<file path="src/crcg_cfg.svh">
/*
 * register map, field positions and sizing constants of the crc generator.
 * assumes a 3-bit word address and 16-bit data on the register port.
 */
`ifndef CRCG_CFG_SVH
`define CRCG_CFG_SVH

// ==========================================================
// register addresses
`define CRCG_ADR_CTRL1     3'h0
`define CRCG_ADR_CTRL2     3'h1
`define CRCG_ADR_TERMS_LO  3'h2
`define CRCG_ADR_TERMS_HI  3'h3
`define CRCG_ADR_DATA_LO   3'h4
`define CRCG_ADR_DATA_HI   3'h5
`define CRCG_ADR_RES_LO    3'h6
`define CRCG_ADR_RES_HI    3'h7

// ==========================================================
// control register one fields
`define CRCG_C1_EN         15
`define CRCG_C1_IDLE       13
`define CRCG_C1_FULL       7
`define CRCG_C1_EMPTY      6
`define CRCG_C1_ISEL       5
`define CRCG_C1_RUN        4
`define CRCG_C1_LSB        3

// ==========================================================
// control register two fields
`define CRCG_C2_WID_HI     12
`define CRCG_C2_WID_LO     8
`define CRCG_C2_LEN_HI     4
`define CRCG_C2_LEN_LO     0

// ==========================================================
// fifo sizing by width field
`define CRCG_WIDE_MIN      5'h10
`define CRCG_MID_MIN       5'h08
`define CRCG_DEPTH_WIDE    5'h04
`define CRCG_DEPTH_MID     5'h08
`define CRCG_DEPTH_NARROW  5'h10
`define CRCG_FIFO_SLOTS    16
`define CRCG_BITS_PER_CLK  6'h02

`endif

</file>
<file path="src/crcg_pkg.sv">
/*
 * types of the crc generator: fsm states, register port bundle, state.
 * assumes crcg_cfg.svh is compiled alongside.
 */
package crcg_pkg;

	// ==========================================================
	// engine states
	typedef enum logic [1:0] {
		CRCG_IDLE  = 2'b00,
		CRCG_SHIFT = 2'b01
	} crcg_fsm_t;

	// ==========================================================
	// register port request
	typedef struct packed {
		logic [2:0]  addr;
		logic [15:0] wdata;
		logic        wr;
		logic        rd;
	} crcg_bus_t;

	// ==========================================================
	// whole state of the generator
	typedef struct packed {
		logic              en;
		logic              idle_stop;
		logic              isel;
		logic              run;
		logic              lsb_first;
		logic [4:0]        wsel;
		logic [4:0]        psel;
		logic [31:0]       terms;
		logic [31:0]       stage;
		logic [31:0]       result;
		logic [15:0][31:0] fifo;
		logic [3:0]        wr_ptr;
		logic [3:0]        rd_ptr;
		logic [4:0]        count;
		crcg_fsm_t         fsm;
		logic [31:0]       sbuf;
		logic [5:0]        bits_left;
		logic              irq;
		logic [15:0]       rdata;
	} crcg_state_t;

endpackage

</file>
<file path="src/crcg_step.sv">
/*
 * one bit step of the crc shift engine.
 * assumes the caller chains it for several bits per clock.
 */
module crcg_step (
	input  wire logic [31:0] crc_in,
	input  wire logic        data_bit_in,
	input  wire logic [31:0] terms_in,
	input  wire logic [4:0]  len_sel_in,
	output logic      [31:0] crc_out
);

	logic [31:0] len_mask;
	logic        fb;

	// ==========================================================
	// galois step
	always_comb begin
		len_mask = 32'hFFFFFFFF >> (5'h1F - len_sel_in); // RULE23
		fb = data_bit_in ^ crc_in[len_sel_in]; // RULE24
		// top term is implied: the bit shifted out is the x^n term
		crc_out = ((crc_in << 1) ^ ({32{fb}} & (terms_in | 32'h00000001)))
			& len_mask; // RULE2 RULE3 RULE4
	end

endmodule

</file>
<file path="src/crcg_top.sv">
/*
 * programmable crc generator: registers, input fifo, two-bit engine.
 * assumes a same-clock register master and a same-clock idle indication.
 */
// Operation
// RULE1: polynomial order up to 32, chosen by a five-bit length field
// RULE2: each set term bit enables xor feedback at that engine position
// RULE3: constant x^0 feedback always applied, lowest term bit ignored
// RULE4: x^n term always implied, no stored bit for it
// RULE5: data words of 1 to 32 bits, chosen by five-bit width field
// RULE6: fifo depth 4 above width 15, 8 for 8..15, 16 below 8
// RULE7: smallest write is a byte, bits above the width ignored
// RULE8: word count rises only on write of the byte holding the word msb
// RULE9: software writes low data register before high data register
// RULE10: run and words waiting: pop one word into shift buffer, shift it
// RULE11: two bits per clock until word count reaches zero
// RULE12: full flag at depth for width, empty flag at count zero
// RULE13: enable low empties fifo and clears engine, data and result
// RULE14: software waits a cycle after data write before reading count
// RULE15: endian bit picks msb or lsb first; result stays non-reflected
// RULE16: select low: interrupt when word count goes from one to zero
// RULE17: select high: interrupt when engine clears run itself only
// RULE18: software clears results before start or leaves them to resume
// RULE19: software enables, configures, preloads, runs, then refills
// RULE20: control one: enable, idle stop, count, full, empty, sel, run, end
// RULE21: idle stop set halts the module while the chip idles
// RULE22: effective word width is width field plus one
// RULE23: effective polynomial length is length field plus one
// RULE24: shift register, data bit xor top bit feeds enabled terms
`include "crcg_cfg.svh"

module crcg_top import crcg_pkg::*; (
	input  wire logic        clk_in,
	input  wire logic        rst_n_in,
	input  wire crcg_bus_t   bus_in,
	input  wire logic        idle_mode_in,
	output logic      [15:0] rdata_out,
	output logic             irq_out
);

	crcg_state_t q;
	crcg_state_t d;
	logic [4:0]  depth;
	logic [31:0] wmask;
	logic        halted;
	logic        push_req;
	logic        push;
	logic [31:0] push_word;
	logic        pop;
	logic [31:0] pop_word;
	logic        finish;
	logic        bit_a;
	logic        bit_b;
	logic [31:0] step1;
	logic [31:0] step2;
	logic        full;
	logic        c1_wr;

	// ==========================================================
	// engine bit steps
	crcg_step u_step_a (
		.crc_in      (q.result),
		.data_bit_in (bit_a),
		.terms_in    (q.terms),
		.len_sel_in  (q.psel),
		.crc_out     (step1)
	);

	crcg_step u_step_b (
		.crc_in      (step1),
		.data_bit_in (bit_b),
		.terms_in    (q.terms),
		.len_sel_in  (q.psel),
		.crc_out     (step2)
	);

	// ==========================================================
	// sizing and input path
	always_comb begin
		if (q.wsel >= `CRCG_WIDE_MIN) begin
			depth = `CRCG_DEPTH_WIDE; // RULE6
		end else if (q.wsel >= `CRCG_MID_MIN) begin
			depth = `CRCG_DEPTH_MID; // RULE6
		end else begin
			depth = `CRCG_DEPTH_NARROW; // RULE6
		end
		wmask = 32'hFFFFFFFF >> (5'h1F - q.wsel); // RULE5 RULE22
		full = (q.count >= depth); // RULE12
		halted = q.idle_stop & idle_mode_in; // RULE21
		c1_wr = bus_in.wr && (bus_in.addr == `CRCG_ADR_CTRL1);
		// the high half takes the staged low half, so order matters
		push_req = 1'b0;
		push_word = {bus_in.wdata, q.stage[15:0]} & wmask; // RULE7
		if (q.en && bus_in.wr) begin
			if (bus_in.addr == `CRCG_ADR_DATA_LO
				&& q.wsel < `CRCG_WIDE_MIN) begin
				push_req = 1'b1; // RULE8
				push_word = {16'h0000, bus_in.wdata} & wmask; // RULE7
			end else if (bus_in.addr == `CRCG_ADR_DATA_HI
				&& q.wsel >= `CRCG_WIDE_MIN) begin
				push_req = 1'b1; // RULE8
			end
		end
		// a write into a full fifo is dropped
		push = push_req && !full; // RULE12
		bit_a = q.lsb_first ? q.sbuf[0] : q.sbuf[31]; // RULE15
		bit_b = q.lsb_first ? q.sbuf[1] : q.sbuf[30]; // RULE15
		pop_word = q.fifo[q.rd_ptr];
	end

	// ==========================================================
	// next state
	always_comb begin
		d = q;
		d.irq = 1'b0;
		d.rdata = 16'h0000;
		pop = 1'b0;
		finish = 1'b0;

		// engine
		if (q.en && q.run && !halted) begin
			case (q.fsm)
				CRCG_IDLE: begin
					if (q.count != 5'h00) begin
						pop = 1'b1; // RULE10
					end
				end
				CRCG_SHIFT: begin
					if (q.bits_left >= `CRCG_BITS_PER_CLK) begin
						d.result = step2; // RULE11
						d.bits_left = q.bits_left - `CRCG_BITS_PER_CLK;
						d.sbuf = q.lsb_first ? (q.sbuf >> 2)
							: (q.sbuf << 2); // RULE15
					end else begin
						d.result = step1;
						d.bits_left = 6'h00;
					end
					if (d.bits_left == 6'h00) begin
						if (q.count != 5'h00) begin
							pop = 1'b1; // RULE11
						end else begin
							finish = 1'b1; // RULE17
							d.run = 1'b0;
							d.fsm = CRCG_IDLE;
						end
					end
				end
				default: begin
					d.fsm = CRCG_IDLE;
				end
			endcase
		end
		if (pop) begin
			d.fsm = CRCG_SHIFT; // RULE10
			d.rd_ptr = q.rd_ptr + 4'h1;
			// msb-first words are left aligned so bit 31 leads
			d.sbuf = q.lsb_first ? pop_word
				: (pop_word << (5'h1F - q.wsel)); // RULE15
			d.bits_left = {1'b0, q.wsel} + 6'h01; // RULE22
		end
		if (push) begin
			d.fifo[q.wr_ptr] = push_word;
			d.wr_ptr = q.wr_ptr + 4'h1;
		end
		d.count = q.count + {4'h0, push} - {4'h0, pop}; // RULE10

		// interrupt events
		if (!q.isel && q.en && q.count == 5'h01 && d.count == 5'h00) begin
			d.irq = 1'b1; // RULE16
		end
		if (q.isel && finish) begin
			d.irq = 1'b1; // RULE17
		end

		// register writes; a software run write wins over completion
		if (bus_in.wr) begin
			if (c1_wr) begin
				d.en = bus_in.wdata[`CRCG_C1_EN]; // RULE20
				d.idle_stop = bus_in.wdata[`CRCG_C1_IDLE];
				d.isel = bus_in.wdata[`CRCG_C1_ISEL];
				d.run = bus_in.wdata[`CRCG_C1_RUN];
				d.lsb_first = bus_in.wdata[`CRCG_C1_LSB];
			end else if (bus_in.addr == `CRCG_ADR_CTRL2) begin
				d.wsel = bus_in.wdata[`CRCG_C2_WID_HI:`CRCG_C2_WID_LO];
				d.psel = bus_in.wdata[`CRCG_C2_LEN_HI:`CRCG_C2_LEN_LO];
			end else if (bus_in.addr == `CRCG_ADR_TERMS_LO) begin
				d.terms[15:0] = {bus_in.wdata[15:1], 1'b0}; // RULE3
			end else if (bus_in.addr == `CRCG_ADR_TERMS_HI) begin
				d.terms[31:16] = bus_in.wdata; // RULE1
			end else if (bus_in.addr == `CRCG_ADR_DATA_LO) begin
				d.stage[15:0] = bus_in.wdata;
			end else if (bus_in.addr == `CRCG_ADR_DATA_HI) begin
				d.stage[31:16] = bus_in.wdata;
			end else if (bus_in.addr == `CRCG_ADR_RES_LO) begin
				d.result[15:0] = bus_in.wdata;
			end else begin
				d.result[31:16] = bus_in.wdata;
			end
		end

		// disabled: flush data path, keep configuration
		if (!q.en) begin
			d.fifo = '0; // RULE13
			d.wr_ptr = 4'h0;
			d.rd_ptr = 4'h0;
			d.count = 5'h00;
			d.stage = 32'h00000000;
			d.result = 32'h00000000;
			d.sbuf = 32'h00000000;
			d.bits_left = 6'h00;
			d.fsm = CRCG_IDLE;
		end

		// reads answer in the next cycle
		if (bus_in.rd) begin
			if (bus_in.addr == `CRCG_ADR_CTRL1) begin
				d.rdata = {q.en, 1'b0, q.idle_stop, q.count, full,
					(q.count == 5'h00), q.isel, q.run, q.lsb_first,
					3'h0}; // RULE20 RULE12
			end else if (bus_in.addr == `CRCG_ADR_CTRL2) begin
				d.rdata = {3'h0, q.wsel, 3'h0, q.psel};
			end else if (bus_in.addr == `CRCG_ADR_TERMS_LO) begin
				d.rdata = q.terms[15:0];
			end else if (bus_in.addr == `CRCG_ADR_TERMS_HI) begin
				d.rdata = q.terms[31:16];
			end else if (bus_in.addr == `CRCG_ADR_DATA_LO) begin
				d.rdata = q.stage[15:0];
			end else if (bus_in.addr == `CRCG_ADR_DATA_HI) begin
				d.rdata = q.stage[31:16];
			end else if (bus_in.addr == `CRCG_ADR_RES_LO) begin
				d.rdata = q.result[15:0];
			end else begin
				d.rdata = q.result[31:16];
			end
		end
	end

	// ==========================================================
	// state register
	always_ff @(posedge clk_in) begin
		if (!rst_n_in) begin
			q <= '0;
		end else begin
			q <= d;
		end
	end

	assign rdata_out = q.rdata;
	assign irq_out = q.irq;
endmodule

</file>
<file path="config.mk">
export PLATFORM = sky130hd
export DESIGN_NAME = crcg_top
export DESIGN_NICKNAME = d
export VERILOG_FILES = /design/src/crcg_pkg.sv /design/src/crcg_step.sv /design/src/crcg_top.sv
export VERILOG_INCLUDE_DIRS = /design/src
export SDC_FILE = /design/constraint.sdc
export NUM_CORES = 2
export LEC_CHECK = 0
export ABC_AREA = 0
export BUFFER_PORTS_ARGS = -buffer_cell sky130_fd_sc_hd__buf_2
export CORE_UTILIZATION = 50
export CTS_BUF_LIST = sky130_fd_sc_hd__clkbuf_8
export DETAILED_ROUTE_END_ITERATION = 8
export PLACE_DENSITY_LB_ADDON = 0.2
export SYNTH_ARGS = -nofsm -noshare
export SYNTH_HDL_FRONTEND = slang
export SYNTH_SLANG_ARGS = --single-unit
</file>
<file path="constraint.sdc">
create_clock -name clk_in -period 4.4 [get_ports clk_in]
set_clock_uncertainty 0.2 [all_clocks]
set_input_delay 0 -clock clk_in [delete_from_list [all_inputs] [get_ports clk_in]]
set_output_delay 0 -clock clk_in [all_outputs]
set_load 0.05 [all_outputs]
</file>
**Word-level counts from Yosys, hierarchy flattened**

Cells that the tools add are included.

- Flip-flop bits (word level): 692
- Output and inout port bits: 17
- Logic and storage cells: 202

- Add/subtract/negate cells: 8
- Order comparisons: 9
- Eq/ne operators: 13
- Shift-type cells: 3
- Multiplexer cells: 71
- Bitwise gates (word level): 20
- Reductions and logical operators: 39

Operators with widths:

| operator | count |
|---|---|
| $bwmux W512 | 1 |
| $mux W32 | 12 |
| $mux W16 | 15 |
| $and A32 B32 Y32 | 5 |
| $bmux W32 S4 | 1 |
| $demux W32 S4 | 1 |
| $mux W64 | 2 |
| $mux W108 | 1 |
| $mux W106 | 1 |
| $mux W96 | 1 |
| $mux W39 | 2 |
| $shr A32 B5 Y32 const A | 2 |
| $xor A32 B32 Y32 | 2 |
| $mux W38 | 1 |
| $and A16 B32 Y32 | 1 |
| $shl A32 B5 Y32 | 1 |
| $mux W1 | 20 |
| $mux W6 | 3 |
| $logic_and A1 B1 Y1 | 12 |
| $reduce_and A4 Y1 | 3 |
| $bmux W1 S5 | 2 |
| $logic_not A5 Y1 | 2 |
| $lt A4 B5 Y1 const B | 2 |
| $mux W10 | 1 |
| 40 further kinds | 69 |

**Depth between registers and ports, before layout**

- Word-level depth: 23
- Gate-level depth with buffers: 24

**Modules after synthesis**

From an unflattened synthesis, not the netlist that was laid out.

- Cells, all modules: 4809
- Area total of the unflattened synthesis: 37948.9 um^2

By module, submodules not included:

| module | times used | cells an instance | area each (um^2) | seq. area each (um^2) |
|---|---|---|---|---|
| crcg_top | 1 | 4215 | 34005.1 | 13833.3 |
| crcg_step | 2 | 297 | 1971.9 | 0.0 |

**Least setup slack after synthesis**

OpenSTA, ideal clock, no wires.

- Path type: reg2reg
- From: reg q[687] (netlist bit)
- To: reg q, in the netlist irq_out
- Setup time: 0.065 ns
- Arrival: 4.195 ns
- Data required time: 4.135 ns
- Slack: -0.060 ns
- Stages on the path, launching flop included: 23
- Buffers on the path: 4
- Path through: dfxtp_1 > clkbuf_1 > clkbuf_1 > nor2_1 > inv_1 > ha_1 > a21boi_0 > o21ai_0 > nand2b_1 > nor3_1 > clkbuf_1 > buf_1 > inv_1 > ha_1 > inv_1 > ha_1 > inv_1 > fa_1 > nor4b_1 > nand4b_1 > nor2_1 > a32oi_1 > nor2b_1

- Longest elaborated chain between the ends: 12

Ends and longest elaborated chain:

| element | RTL line | source |
|---|---|---|
| start: declaration | crcg_top.sv:41 | `crcg_state_t q;` |
| start signal: assignment | crcg_top.sv:242 | `q <= '0;` |
| start signal: assignment | crcg_top.sv:244 | `q <= d;` |
| $ge A5 B4 Y1 (no line) / $ge A5 B5 Y1 (equally long branches) | -- |  |
| $mux W5 / $logic_and A1 B1 Y1 (equally long branches) | -- |  |
| $mux W5 / $mux W1 (equally long branches) | crcg_top.sv:80, crcg_top.sv:99 |  |
| $ge A5 B5 Y1 / $mux W1 (equally long branches) | crcg_top.sv:88, crcg_top.sv:95 |  |
| $logic_not A1 Y1 / $mux W1 (equally long branches) | crcg_top.sv:105, crcg_top.sv:94 |  |
| $logic_and A1 B1 Y1 * | crcg_top.sv:105 | `push = push_req && !full;` |
| $add A5 B1 Y5 * | crcg_top.sv:165 | `d.count = q.count + {4'h0, push} - {4'h0, pop};` |
| $sub A5 B1 Y5 * | crcg_top.sv:165 |  |
| $logic_not A5 Y1 * | crcg_top.sv:168 | `if (!q.isel && q.en && q.count == 5'h01 && d.count == 5'h00) begin` |
| $logic_and A1 B1 Y1 * | crcg_top.sv:168 |  |
| $mux W1 * | crcg_top.sv:168 |  |
| $mux W1 * | crcg_top.sv:171 | `if (q.isel && finish) begin` |

Mark *: on every way between the ends. The rest lies on a longest branch, timed or not.
A chain may end at the register's enable or synchronous reset.

**Final worst setup path**

- From: reg q[678] (netlist bit)
- To: reg q[595] (netlist bit)

- Longest elaborated chain between the ends: 23

Ends and longest elaborated chain:

| element | RTL line | source |
|---|---|---|
| branches (longest 12 deep; another with $sub A5 B5 Y5) | -- |  |
| $mux W32 * | crcg_top.sv:129 | `` if (q.bits_left >= `CRCG_BITS_PER_CLK) begin `` |
| $mux W32 * | crcg_top.sv:122 | `case (q.fsm)` |
| $mux W32 * | crcg_top.sv:121 | `if (q.en && q.run && !halted) begin` |
| $mux W16 | crcg_top.sv:194 | `` end else if (bus_in.addr == `CRCG_ADR_RES_LO) begin `` |
| $mux W32 | crcg_top.sv:192 | `` end else if (bus_in.addr == `CRCG_ADR_DATA_HI) begin `` |
| $mux W32 | crcg_top.sv:190 | `` end else if (bus_in.addr == `CRCG_ADR_DATA_LO) begin `` |
| $mux W64 | crcg_top.sv:188 | `` end else if (bus_in.addr == `CRCG_ADR_TERMS_HI) begin `` |
| $mux W64 | crcg_top.sv:186 | `` end else if (bus_in.addr == `CRCG_ADR_TERMS_LO) begin `` |
| $mux W96 | crcg_top.sv:183 | `` end else if (bus_in.addr == `CRCG_ADR_CTRL2) begin `` |
| $mux W106 | crcg_top.sv:177 | `if (c1_wr) begin` |
| $mux W108 * | crcg_top.sv:176 | `if (bus_in.wr) begin` |

Every way passes the cells marked *. The select of a mux whose other input is x is not followed.

==> results.cfg <==
[logic_synthesis]
synth_warnings = 0
synth-seq-cells = 691
synth_cell_types = 90
ys_top_cells_by_area = dfxtp_1 (39%), nand2_1 (14%), a21oi_1 (9.0%), mux4_2 (6.6%), mux2i_1 (5.9%)
synth.net_count = 4629
yosys_most_used_dff = dfxtp_1
ys_async_sr_fraction_pct = 0
syn-instance-count = 4585
syn_area_um2 = 35800
synth_edf_count = 0
yosysTopAreaCell = dfxtp_1
synth.avg_cell_area_um2 = 7.80
ys_seq_area_share_pct = 38.7
synth.top_cell.area_share_pct = 38.7

[critical_path]
critPathTopFamily = compound AO/OA/AOI/OAI gates
crit_path_max_incr_delay_ns = 0.51
start_kind = register
path_max_fanout = 13
critPathSlowestCell = mux4_2
worstPathCellList = mux4_2 -> and2_4 -> a211oi_2 -> buf_4 -> nor3_4 -> a211oi_4 -> buf_12 -> buf_4 -> nand4b_1 -> a31oi_1 -> o2111ai_1 -> a221o_1 -> o2bb2ai_4 -> xnor2_4 -> buf_12 -> buf_4 -> nand2_1 -> xor2_1 -> o22ai_1
end_kind = register
cp.arrival_ns = 4.92
required_ns = 4.88
worstSetupPathType = register to register
crit_buf_inv = 5
path_common_cell = buf_4

[sta]
fmax_mhz = 225
hold_viol_final = 0
post-route-min-period_ns = 4.45
period_share_pct = 101
slew_headroom_pct = 14.4
hold_ws_ns = 0.0332
setup_viol = 8
worstMarginPinSlew_ns = 1.28
rsz0062_at_grt = true
drv_slew = 0
worst_slack_ns = -0.0456

[clock_tree]
clk_pin_slew_ns = 0.07
clk_latency_ns = 0.78
numCtsBuffers = 114
cts_root_buf = clkbuf_8
cts_max_level = 3
tritoncts = built
cts.sinks = 691
ctsLongestPathBuffers = 3

[detailed_routing]
drc_errors = 0
drtIter0Drc = 4638
antenna_left = 0
firstDrtPassIters = 8
vias = 35400
via_per_inst = 6.22
wire_per_inst_um = 24.5
wl_mm = 140

[power_and_ir_drop]
finalPower_uw = 12700
ir_worst_vdd_mv = 0.277
p_leak_uw = 0.0129
p_per_area_nw_per_um2 = 306

[global_routing]
grt_max_degree = 183
grt.overflow.total = 0
antenna_found_initial = 7
grt_pass1_wl_mm = 207
grtUsageTotal_pct = 37.1
grt_pass1_vias = 32500

[layout]
fin_util_pct = 58.9
layout_commonest_cell = nand2_1
nets = 4699
area_growth_syn_to_layout_pct = 15.9
drive_gt1_share_pct = 15.7
fill_cells = 6490
final_cell_mix = nand2_1 (1374), dfxtp_1 (682), a21oi_1 (645)

[die]
dieHeight_um = 269
dieArea_um2 = 72600
rows = 97
core_area_um2 = 70400
start_util_pct = 50.8
fp.dieW_um = 269
pin_count = 41

[place]
port_buffers = 40
place.gp.congestion = 1.04
pre_cts_ws_ns = -0.221
dp.final_hpwl_mm = 90.1

[job]
drv_cap = 0

[status]
violations = setup timing
outcome = complete, but fails checks

[min_path]
hold_class = primary input to register
synth_stat cells, drive strengths merged, types with 11 or more instances:
library cell / number
mux2i: 211
nand4: 12
o21ai: 139
a2111oi: 20
a221oi: 84
a22oi: 43
xnor2: 36
nand2b: 14
nor3: 54
ha: 19
mux4: 105
a31oi: 23
inv: 54
a21boi: 43
o311ai: 11
dfxtp: 691
xor2: 26
o211ai: 24
a21oi: 646
nand3: 71
clkbuf: 370
buf: 71
nor2b: 16
a211oi: 54
nor2: 207
and3: 13
nand2: 1381
and2: 19
layer usage:
| layer | vias up | global-route usage [%] | wire length (um) |
|---|---|---|---|
| met5 | - | 0 | 13 |
| met4 | 2 | 16.8 | 6850 |
| met2 | 2013 | 57.0 | 61400 |
| met1 | 16900 | 50.1 | 56600 |
| met3 | 457 | 7.74 | 14700 |
| li1 | 16000 | - | - |
worst paths after layout:
check | from | to | slack [ns] | depth (start not counted)
min reg2reg | q[378] | q[378] | 0.25 | 2
max | q[678] | q[595] | -0.05 | 19
min | bus_in[16] | q[676] | 0.03 | 4
max reg2reg | q[678] | q[595] | -0.05 | 19
registers in the layout, indices dropped and copies added, names as in the netlist:
name / cells
rdata_out: 16
q: 674
irq_out: 1
where the power goes:
group / switching, uW / internal, uW
clock: 2750 / 3220
sequential: 18.3 / 6270
combinational: 293 / 153
per-stage QoR:
step / TNS, ns / instances / area [um^2]
after floorplan: 0 / 4585 / 35800
after global placement: -3.14 / 5415 / 38200
after detailed placement: -3.27 / 5415 / 38200
after CTS: 0 / 5673 / 41200
after global routing: -2.59 / 5685 / 41400
final: -0.137 / 5689 / 41400
kinds of logic (layout without fill, tap and decap cells):
kind of cell	Yosys count	count (layout)	synth area share (%)
XOR/XNOR	62	62	1.54
other	0	6	0
flip-flops	691	691	38.7
AND/OR/NAND/NOR	1828	1828	20.6
AO/OA/AOI/OAI	1166	1166	20.2
adder cells (fa/ha/maj)	20	20	0.720
buffers and inverters	496	654	5.52
multiplexers	322	322	12.7
cell type report:
type | instances | area [um^2] | area share, %
tap | 940 | 1180 | 2.84
antenna | 6 | 15.0 | 0.0362
inverter | 55 | 206 | 0.498
multi-input combinational | 3398 | 20400 | 49.3
sequential | 691 | 13900 | 33.4
timing repair buffer | 395 | 3370 | 8.13
clock buffer | 147 | 2020 | 4.88
clock inverter | 57 | 370 | 0.894
timing repair:
item,4_1_cts,5_1_grt
buffers inserted,9,9
endpoints found under the hold margin,633,0
hold buffers,45,0
pin swaps,5,9
gates resized for setup,12,29
gates cloned,0,1
setup endpoints to repair,30,31
tightest hold or removal path: stages:
cell and delay [ns]:
dlygate4sd3_1 0.54, buf_2 0.24, nand2_1 0.09, a21boi_0 0.08
Power figures use the tool's default switching activity.
